`config.mk`:
```
export PLATFORM = sky130hd
export DESIGN_NAME = cgm_mode_ctrl
export DESIGN_NICKNAME = d
export VERILOG_FILES = /design/src/hw/cgm_bus_div.v /design/src/hw/cgm_mode_ctrl.v
export VERILOG_INCLUDE_DIRS = /design/src /design/src/include
export SDC_FILE = /design/constraint.sdc
export NUM_CORES = 1
export LEC_CHECK = 0
export BUFFER_PORTS_ARGS = -buffer_cell sky130_fd_sc_hd__buf_4
export CORE_UTILIZATION = 49
export CTS_CLUSTER_SIZE = 28
export DETAILED_ROUTE_END_ITERATION = 10
export GPL_ROUTABILITY_DRIVEN = 1
export MAX_ROUTING_LAYER = met4
export PLACE_DENSITY = 0.78
export SLEW_MARGIN = 20
export SYNTH_ARGS = -nofsm -noshare
export SYNTH_HDL_FRONTEND = slang
export SYNTH_SLANG_ARGS = --single-unit
export TNS_END_PERCENT = 30
```
`constraint.sdc`:
```
create_clock -name clock -period 3.8 [get_ports clock]
set_clock_uncertainty 0.15 [all_clocks]
set_input_delay 1.14 -clock clock [delete_from_list [all_inputs] [get_ports clock]]
set_output_delay 1.14 -clock clock [all_outputs]
set_load 0.005 [all_outputs]
```
`src/include/cgm_regs.vh`:
```
`ifndef CGM_REGS_VH
`define CGM_REGS_VH
// clock_mode_select encodings
`define CGM_MODE_SCM        2'h0
`define CGM_MODE_FEI        2'h1
`define CGM_MODE_FBE        2'h2
`define CGM_MODE_FEE        2'h3
// controller states
`define CGM_ST_OFF          3'h0
`define CGM_ST_SCM          3'h1
`define CGM_ST_FEI_UNLK     3'h2
`define CGM_ST_FEI_LOCK     3'h3
`define CGM_ST_FBE_WAIT     3'h4
`define CGM_ST_FBE          3'h5
`define CGM_ST_FEE_UNLK     3'h6
`define CGM_ST_FEE_LOCK     3'h7
// clock source select codes
`define CGM_SRC_NONE        2'h0
`define CGM_SRC_DCO         2'h1
`define CGM_SRC_EXT         2'h2
// prescale factors
`define CGM_PRESCALE_LOW    7'h40
`define CGM_PRESCALE_HIGH   7'h01
// loop output range and other clock rates in MHz
`define CGM_FLL_MIN_MHZ     8
`define CGM_FLL_MAX_MHZ     40
`define CGM_BUS_MAX_MHZ     20
`define CGM_DBG_CLK_MHZ     8
// reset values
`define CGM_DIV_RST         3'h0
`define CGM_TRIM_RST        8'h80
`endif

```
`src/hw/cgm_bus_div.v`:
```
`timescale 1ns/1ps
`include "cgm_regs.vh"
module cgm_bus_div #(
   parameter WIDTH = 7
) (
   input  wire             clock,
   input  wire             rst,
   input  wire             run,
   input  wire [2:0]       div_sel,
   output reg              bus_tick
);
   reg  [WIDTH-1:0] cnt_r;
   wire [WIDTH-1:0] mask;
   wire [WIDTH-1:0] cnt_nxt;

   // terminal count 2**div_sel - 1, so /128 fits the counter
   assign mask    = ~({WIDTH{1'b1}} << div_sel);
   assign cnt_nxt = cnt_r + {{(WIDTH-1){1'b0}}, 1'b1};

   always @(posedge clock)
   begin
      if (rst)
      begin
         cnt_r    <= {WIDTH{1'b0}};
         bus_tick <= 1'b0;
      end
      else if (!run)
      begin
         bus_tick <= 1'b0;
      end
      else if (cnt_r >= mask)
      begin
         cnt_r    <= {WIDTH{1'b0}};
         bus_tick <= 1'b1;
      end
      else
      begin
         cnt_r    <= cnt_nxt;
         bus_tick <= 1'b0;
      end
   end
endmodule // cgm_bus_div

```
`src/hw/cgm_mode_ctrl.v`:
```
// Behaviour
// - off mode: output clock held static
// - self-clocked mode on leaving reset
// - self-clocked: loop open, oscillator free running
// - fei: multiple of internal reference
// - fei unlocked while attempting lock
// - fei locked once target reached
// - fbe routes external reference directly
// - fee: multiple of external reference
// - fee unlocked while attempting lock
// - fee locked once target reached
// - bus divider: eight powers, /1 to /128
// - reset or interrupt on clock/lock loss
// - status flags for lock and unlock
// - flag external reference valid
// - loop output selected whenever the oscillator runs outside off and fbe, before and after lock
// - never select a non-running source
// - oscillator reloaded in self-clocked fallback on reference loss
// - oscillator keeps setting across deep stop
// - loop output 8 to 40 MHz
// - drive fixed_freq_enable output
// - 8 MHz internal debug_local_clock source
// - separate self-clocked real-time source
// - decode clock_mode_select 00/01/10/11
// - fbe waits for external reference present
// - internal first write locks out external modes
// - prescale 64 low range, 1 high range
`timescale 1ns/1ps
`include "cgm_regs.vh"
module cgm_mode_ctrl #(
   parameter TRIM_W = 8
) (
   input  wire              clock,
   input  wire              rst,
   input  wire              mode_wr,
   input  wire [1:0]        mode_wdata,
   input  wire              range_high,
   input  wire [2:0]        bus_div_sel,
   input  wire              stop_req,
   input  wire              loss_reset_en,
   input  wire [TRIM_W-1:0] filter_setting,
   input  wire              ext_ref_present,
   input  wire              loop_on_target,
   input  wire              int_ref_running,
   input  wire              dco_running,
   input  wire              lock_flag_clear,
   output reg  [1:0]        clock_mode_select,
   output reg  [2:0]        mode_state,
   output reg  [1:0]        clk_src_sel,
   output reg               gen_clock_gate,
   output reg               loop_closed,
   output reg               loop_use_ext_ref,
   output reg  [6:0]        loop_prescale,
   output reg  [TRIM_W-1:0] dco_setting,
   output reg               fll_locked,
   output reg               lock_lost_flag,
   output reg               clock_lost_flag,
   output reg               ext_ref_clock_status,
   output reg               loss_irq,
   output reg               loss_reset_req,
   output wire              bus_tick,
   output reg               fixed_freq_enable,
   output reg               debug_local_clock_sel,
   output reg               rti_clock_sel
);
   reg  [2:0]        state_nxt;
   reg               first_wr_done_r;
   reg               ext_locked_out_r;
   reg  [2:0]        ext_sync_r;
   reg  [2:0]        tgt_sync_r;
   reg               ext_ok;
   reg               on_tgt;
   wire              lock_lost_ev;
   wire              clk_lost_ev;
   wire              wr_ok;

   // three-stage pin sync, change counted when stage 2 and 3 agree
   always @(posedge clock)
   begin
      if (rst)
      begin
         ext_sync_r <= 3'h0;
         tgt_sync_r <= 3'h0;
         ext_ok     <= 1'b0;
         on_tgt     <= 1'b0;
      end
      else
      begin
         ext_sync_r <= {ext_sync_r[1:0], ext_ref_present};
         tgt_sync_r <= {tgt_sync_r[1:0], loop_on_target};
         if (ext_sync_r[1] == ext_sync_r[2])
            ext_ok <= ext_sync_r[2];
         if (tgt_sync_r[1] == tgt_sync_r[2])
            on_tgt <= tgt_sync_r[2];
      end
   end

   // external writes refused after internal first write
   assign wr_ok = mode_wr && !(ext_locked_out_r && mode_wdata[1]);

   always @(posedge clock)
   begin
      if (rst)
      begin
         clock_mode_select <= `CGM_MODE_SCM;
         first_wr_done_r   <= 1'b0;
         ext_locked_out_r  <= 1'b0;
      end
      else if (wr_ok)
      begin
         clock_mode_select <= mode_wdata;
         first_wr_done_r   <= 1'b1;
         if (!first_wr_done_r && !mode_wdata[1])
            ext_locked_out_r <= 1'b1;
      end
   end

   // mode state machine
   always @*
   begin
      state_nxt = mode_state;
      if (stop_req)
         state_nxt = `CGM_ST_OFF;
      else
      begin
         case (clock_mode_select)
            `CGM_MODE_SCM:
               state_nxt = `CGM_ST_SCM;
            `CGM_MODE_FEI:
            begin
               if (!int_ref_running)
                  state_nxt = `CGM_ST_SCM;
               else if (on_tgt)
                  state_nxt = `CGM_ST_FEI_LOCK;
               else
                  state_nxt = `CGM_ST_FEI_UNLK;
            end
            `CGM_MODE_FBE:
            begin
               if (ext_ok)
                  state_nxt = `CGM_ST_FBE;
               else if (mode_state == `CGM_ST_FBE)
                  state_nxt = `CGM_ST_SCM;
               else
                  state_nxt = `CGM_ST_FBE_WAIT;
            end
            `CGM_MODE_FEE:
            begin
               if (!ext_ok)
                  state_nxt = `CGM_ST_SCM;
               else if (on_tgt)
                  state_nxt = `CGM_ST_FEE_LOCK;
               else
                  state_nxt = `CGM_ST_FEE_UNLK;
            end
            default:
               state_nxt = `CGM_ST_SCM;
         endcase
      end
   end

   assign lock_lost_ev = ((mode_state == `CGM_ST_FEI_LOCK) ||
                          (mode_state == `CGM_ST_FEE_LOCK)) && !on_tgt;
   assign clk_lost_ev  = ((mode_state == `CGM_ST_FBE) ||
                          (mode_state == `CGM_ST_FEE_LOCK) ||
                          (mode_state == `CGM_ST_FEE_UNLK)) && !ext_ok;

   always @(posedge clock)
   begin
      if (rst)
      begin
         mode_state            <= `CGM_ST_SCM;
         clk_src_sel           <= `CGM_SRC_DCO;
         gen_clock_gate        <= 1'b1;
         loop_closed           <= 1'b0;
         loop_use_ext_ref      <= 1'b0;
         loop_prescale         <= `CGM_PRESCALE_LOW;
         fll_locked            <= 1'b0;
         lock_lost_flag        <= 1'b0;
         clock_lost_flag       <= 1'b0;
         ext_ref_clock_status  <= 1'b0;
         loss_irq              <= 1'b0;
         loss_reset_req        <= 1'b0;
         fixed_freq_enable     <= 1'b0;
         debug_local_clock_sel <= 1'b0;
         rti_clock_sel         <= 1'b1;
      end
      else
      begin
         mode_state           <= state_nxt;
         ext_ref_clock_status <= ext_ok;
         gen_clock_gate       <= (state_nxt != `CGM_ST_OFF);
         loop_closed          <= (state_nxt == `CGM_ST_FEI_UNLK) ||
                                 (state_nxt == `CGM_ST_FEI_LOCK) ||
                                 (state_nxt == `CGM_ST_FEE_UNLK) ||
                                 (state_nxt == `CGM_ST_FEE_LOCK);
         loop_use_ext_ref     <= (state_nxt == `CGM_ST_FEE_UNLK) ||
                                 (state_nxt == `CGM_ST_FEE_LOCK);
         loop_prescale        <= range_high ? `CGM_PRESCALE_HIGH
                                            : `CGM_PRESCALE_LOW;
         fll_locked           <= (state_nxt == `CGM_ST_FEI_LOCK) ||
                                 (state_nxt == `CGM_ST_FEE_LOCK);
         case (state_nxt)
            `CGM_ST_OFF:
               clk_src_sel <= `CGM_SRC_NONE;
            `CGM_ST_FBE:
               clk_src_sel <= `CGM_SRC_EXT;
            default:
               clk_src_sel <= dco_running ? `CGM_SRC_DCO : `CGM_SRC_NONE;
         endcase
         // sticky flags, set wins over clear
         if (lock_lost_ev)
            lock_lost_flag <= 1'b1;
         else if (lock_flag_clear)
            lock_lost_flag <= 1'b0;
         if (clk_lost_ev)
            clock_lost_flag <= 1'b1;
         else if (lock_flag_clear)
            clock_lost_flag <= 1'b0;
         loss_irq       <= !loss_reset_en &&
                           (lock_lost_flag || clock_lost_flag ||
                            lock_lost_ev || clk_lost_ev);
         loss_reset_req <= loss_reset_en && (lock_lost_ev || clk_lost_ev);
         fixed_freq_enable     <= (state_nxt != `CGM_ST_OFF) &&
                                  (state_nxt != `CGM_ST_SCM);
         debug_local_clock_sel <= int_ref_running;
         rti_clock_sel         <= 1'b1;
      end
   end

   // oscillator setting: loaded only in self-clocked state, kept otherwise
   always @(posedge clock)
   begin
      if (rst)
         dco_setting <= `CGM_TRIM_RST;
      else if (mode_state == `CGM_ST_SCM)
         dco_setting <= filter_setting;
      // held through off mode; reloaded after reference loss falls back to self-clocked
   end

   cgm_bus_div #(
      .WIDTH (7)
   ) u_div (
      .clock    (clock),
      .rst      (rst),
      .run      (gen_clock_gate),
      .div_sel  (bus_div_sel),
      .bus_tick (bus_tick)
   );
endmodule // cgm_mode_ctrl

```
== Word level (Yosys, flattened, before mapping) ==
Cells that the tools add are included.
Cells by class
  mux-type cells: 16
  shifts and indexed selects: 1
  bitwise logic cells: 2
  equal/unequal tests: 16
  add/subtract/negate cells: 1
  reductions and logical operators: 33
  order comparisons: 1
Operators with widths (number)
  $eq 3x3->1 const B: 6
  $mux 7: 2
  $logic_or 1x1->1: 12
  $mux 3: 4
  $pmux 3 s4: 1
  $eq 3x2->1 const B: 3
  $logic_and 1x1->1: 8
  $add 7x1->7 const B: 1
  $ge 7x7->1: 1
  $mux 1: 7
  $not 7->7: 1
  $shl 7x3->7 const A: 1
  $logic_not 1->1: 6
  $eq 2x2->1 const B: 2
  $pmux 2 s2: 1
  $reduce_bool 2->1: 2
  $eq 3x1->1 const B: 1
  $logic_not 3->1: 1
  $ne 3x1->1 const B: 1
  $reduce_bool 3->1: 1
  $eq 1x1->1: 2
  $eq 2x1->1 const B: 1
  $logic_not 2->1: 1
  $mux 2: 1
  other kinds (3): 3
Word-level totals
  output and inout port bits: 35
  register bits: 51
  logic and storage cells: 94
  bits of input ports: 24

== Longest topological paths before layout ==
  depth in word-level cells: 9
  mapped depth: 7

== Cells and area by module ==
A second synthesis with hierarchy kept.
Unflattened totals
  cell total of the unflattened synthesis: 186
  area, all modules: 1883.1 um2
By module, submodules not included
  cgm_mode_ctrl: cells each 129, seq. area each 740.7 um2, area each 1336.3 um2, times used 1
  cgm_bus_div: cells each 57, seq. area each 160.2 um2, area each 546.8 um2, times used 1

== Worst setup path before layout ==
Ideal clock, no wire load.
  path kind: input port to flip-flop
  start point: input bus_div_sel[2]
  end point: register u_div.bus_tick
  buffers on the path: 0
  setup time: 0.128 ns
  slack: 0.766 ns
  arrival: 2.756 ns
  stages on the path: 7
  data required time: 3.522 ns
  path through: or3_1 -> ha_1 -> nand2b_4 -> a211o_1 -> a211oi_2 -> nor2b_2 -> nor2b_1
On the way
  cells in the longest elaborated chain, start to end: 4
Ends and longest elaborated chain
  start, declared: RTL line cgm_mode_ctrl.v:38  | input wire [2:0] bus_div_sel,
  $shl 7x3->7: RTL line cgm_bus_div.v:17  | assign mask = ~({WIDTH{1'b1}} << div_sel);
  $not 7->7: RTL line cgm_bus_div.v:17
  $ge 7x7->1: RTL line cgm_bus_div.v:31  | else if (cnt_r >= mask)
  $mux 1: RTL line cgm_bus_div.v:31
  end signal, assigned: RTL line cgm_bus_div.v:25  | bus_tick <= 1'b0;
  end signal, assigned: RTL line cgm_bus_div.v:29  | bus_tick <= 1'b0;
  end signal, assigned: RTL line cgm_bus_div.v:34  | bus_tick <= 1'b1;
  end, declared: RTL line cgm_bus_div.v:10  | output reg bus_tick
No other way between the ends.
A chain may end at the register's enable or synchronous reset.

== Final worst setup path ==
Same ends and word-level chain as after synthesis.

==> flow_metrics.py <==
metrics = {
    "placement": {
        "numPortBuffers": 52,
        "place_congestion": 0.8249,
        "placed_cells": 276,
        "hpwl_microns": 2297,
    },
    "clock_tree": {
        "h-tree-depth": 2,
        "cts_resized": 0,
        "cts_tree": "built",
        "postCtsHoldBufs": 0,
        "cts.path.max_buffers": 2,
        "root_buffer": "clkbuf_4",
        "cts_setup_buffers": 0,
        "clock_sinks": 45,
        "cts_buffers": 5,
        "insertion_delay_ns": 0.34,
        "clk_pin_slew_ns": 0.12,
    },
    "route": {
        "drt.antenna.violating_nets": 0,
        "vias": 1423,
        "firstDrtPassIters": 4,
        "wl_per_cell_microns": 11.21,
        "drt-initial-drc-count": 58,
        "vias_per_cell": 5.011,
        "drc": 0,
        "wl_microns": 3183,
    },
    "worst_setup_path": {
        "arrival_ns": 3.03,
        "crit_chain": "buf_4, or3_1, ha_1, nand2b_4, a211o_1, a211oi_2, nor2b_2, nor2b_1",
        "critPathMaxStageDelay_ns": 0.41,
        "endpoint_kind": "register",
        "path_max_fanout": 7,
        "cp_top_family": "simple AND/OR/NAND/NOR gates",
        "criticalPathCategory": "input pin to register",
        "required_ns": 3.87,
        "setup.worst_path.start_class": "input pin",
        "cp_num_buf_inv": 1,
        "cp_slowest_cell": "a211oi_2",
    },
    "die": {
        "die-area_sq_um": 3881,
        "num_rows": 21,
        "io_pins": 59,
        "die_x_microns": 62.30,
        "initial_core_util": 0.5216,
        "fp.dieH_microns": 62.30,
        "coreArea_sq_um": 3416,
    },
    "cells_and_area": {
        "mostFrequentLayoutCell": "buf_4",
        "num-nets-final": 269,
        "syn_to_final_growth_pct": 24.58,
        "nFillCells": 310,
        "drive_above_1_share": 0.2647,
        "layout_common_cells": "buf_4 (53), dfxtp_1 (45), nor2_1 (19)",
        "fin_util": 0.6498,
        "antenna_cells": 0,
        "final_cells": 284,
    },
    "grt": {
        "grt.overflow.total": 0,
        "grt_pass1_wl_microns": 5830,
        "grt_use_total": 0.1940,
        "grt_max_degree": 45,
        "grt_pass1_vias": 1373,
        "antenna_found_initial": 0,
    },
    "flow_run": {
        "cap_violations": 0,
    },
    "yosys": {
        "syn_inst": 188,
        "yosysWarnings": 0,
        "yosys.cell_types.count": 34,
        "syn_area_per_cell_sq_um": 9.477,
        "yosysSeqAreaShare": 0.5056,
        "syn-cell-area_sq_um": 1782,
        "synth-seq-cells": 45,
    },
    "outcome": {
        "status": "finished clean",
    },
    "timing": {
        "period_minus_slack_ns": 2.955,
        "max_freq_mhz": 338.4,
        "setup_tns_ns": 0,
        "maxSlewViolCount": 0,
        "final-setup-viol-count": 0,
        "rsz0062_at_grt": "no",
        "fin_crit_sh": 0.7776,
        "hold_viol": 0,
    },
    "pwr": {
        "total_power_uw": 825.7,
        "ir_drop_v": 0.0002585,
        "power.leakage_nw": 1.017,
        "powerDensity_nw_per_um2": 372.0,
    },
    "hold_path": {
        "hp-class": "register to register",
    },
}
-- metal layers --
metal,share of wire,GRT usage,up-vias
met5,0,-,-
met4,0.019,0.08721,0
met3,0.063,0.04779,7
met2,0.45,0.3049,50
met1,0.46,0.2348,645
li1,-,-,721
-- power breakdown --
part | leakage [nW] | switching (mW) | internal, mW
registers | 0.369 | 0.0150 | 0.493
clock network | 0.0320 | 0.139 | 0.0707
logic | 0.616 | 0.0469 | 0.0617
total | 1.02 | 0.201 | 0.625
-- flip-flops by register name (all words and copies together), names as in the netlist, 2 cells and up --
register	cells
clk_src_sel	2
clock_mode_select	2
dco_setting	8
ext_sync_r	3
loop_prescale	2
mode_state	2
tgt_sync_r	3
u_div.cnt_r	7
-- cell families (layout without fill, tap and decap cells) --
logic type                 Yosys count  count (layout)  share of synthesized area
AOI/OAI and AO/OA                   27              27                    0.09270
xor gates and xnor gates             4               4                    0.01967
adders and majority gates            8               8                    0.05618
buffers and inverters               23              69                    0.06390
DFF                                 45              45                     0.5056
muxes                                8               8                    0.04495
other                                2               6                   0.004215
and+or+nand+nor                     71              71                     0.2128
-- worst reg2reg max path: cells and delay by family (launching register included) --
family          cells  cell delay (ns)
compound gates      2             0.70
fa+ha+maj           1             0.30
buf+inv             1             0.08
flops               1             0.40
simple gates        3             0.41
-- metrics by stage --
step	hold WS (ns)	setup WS (ns)	cell area (sq um)
global placement	0.2683	0.5114	2168
CTS	0.3036	0.8543	2220
finish	0.3008	0.8450	2220
global route	0.3220	0.7220	2220
detailed placement	0.2739	0.4821	2168
floorplan	0.2638	0.7664	1797
-- worst paths after layout --
path                                startpoint             end  slack [ns]  cells after the start
worst max-delay path            bus_div_sel[2]  u_div.bus_tick        0.84                      8
worst min-delay path             ext_sync_r[0]   ext_sync_r[1]        0.30                      1
worst max register to register  u_div.cnt_r[0]  u_div.bus_tick        1.66                      7
worst min register to register   ext_sync_r[0]   ext_sync_r[1]        0.30                      1
-- cell usage after synthesis --
| cell | count | area [sq um] |
|---|---|---|
| a211o_1 | 2 | 17.52 |
| a211oi_1 | 2 | 15.01 |
| a211oi_2 | 1 | 12.51 |
| a21boi_0 | 1 | 7.510 |
| a21oi_1 | 10 | 50.05 |
| a31oi_1 | 2 | 12.51 |
| and3b_1 | 1 | 8.760 |
| buf_2 | 1 | 5.000 |
| buf_4 | 7 | 52.55 |
| clkbuf_1 | 7 | 26.28 |
| conb_1 | 2 | 7.510 |
| dfxtp_1 | 45 | 900.9 |
| ha_1 | 8 | 100.1 |
| inv_1 | 8 | 30.03 |
| mux2i_1 | 8 | 80.08 |
| nand2_1 | 8 | 30.03 |
| nand2b_1 | 8 | 50.05 |
| nand2b_4 | 1 | 13.76 |
| nand3_1 | 4 | 20.02 |
| nand3b_1 | 2 | 15.01 |
| nand4_1 | 3 | 18.77 |
| nand4b_1 | 1 | 8.760 |
| nor2_1 | 19 | 71.32 |
| nor2b_1 | 9 | 56.30 |
| nor2b_2 | 1 | 8.760 |
| nor3_1 | 9 | 45.04 |
| nor3b_1 | 1 | 7.510 |
| nor4_1 | 3 | 18.77 |
| o211ai_1 | 1 | 7.510 |
| o21ai_0 | 7 | 35.03 |
| o21bai_1 | 1 | 7.510 |
| or3_1 | 1 | 6.260 |
| xnor2_1 | 2 | 17.52 |
| xor2_1 | 2 | 17.52 |
-- cell type report --
class	count	area [sq um]	area share
clock inverter	2	10.01	0.004510
multi-input combinational	124	782.0	0.3523
inverter	8	30.03	0.01353
clock buffer	6	41.29	0.01860
timing repair buffer	53	397.9	0.1793
tap	46	57.56	0.02593
sequential	45	900.9	0.4059
No activity file was read; power rests on OpenSTA's default activity.
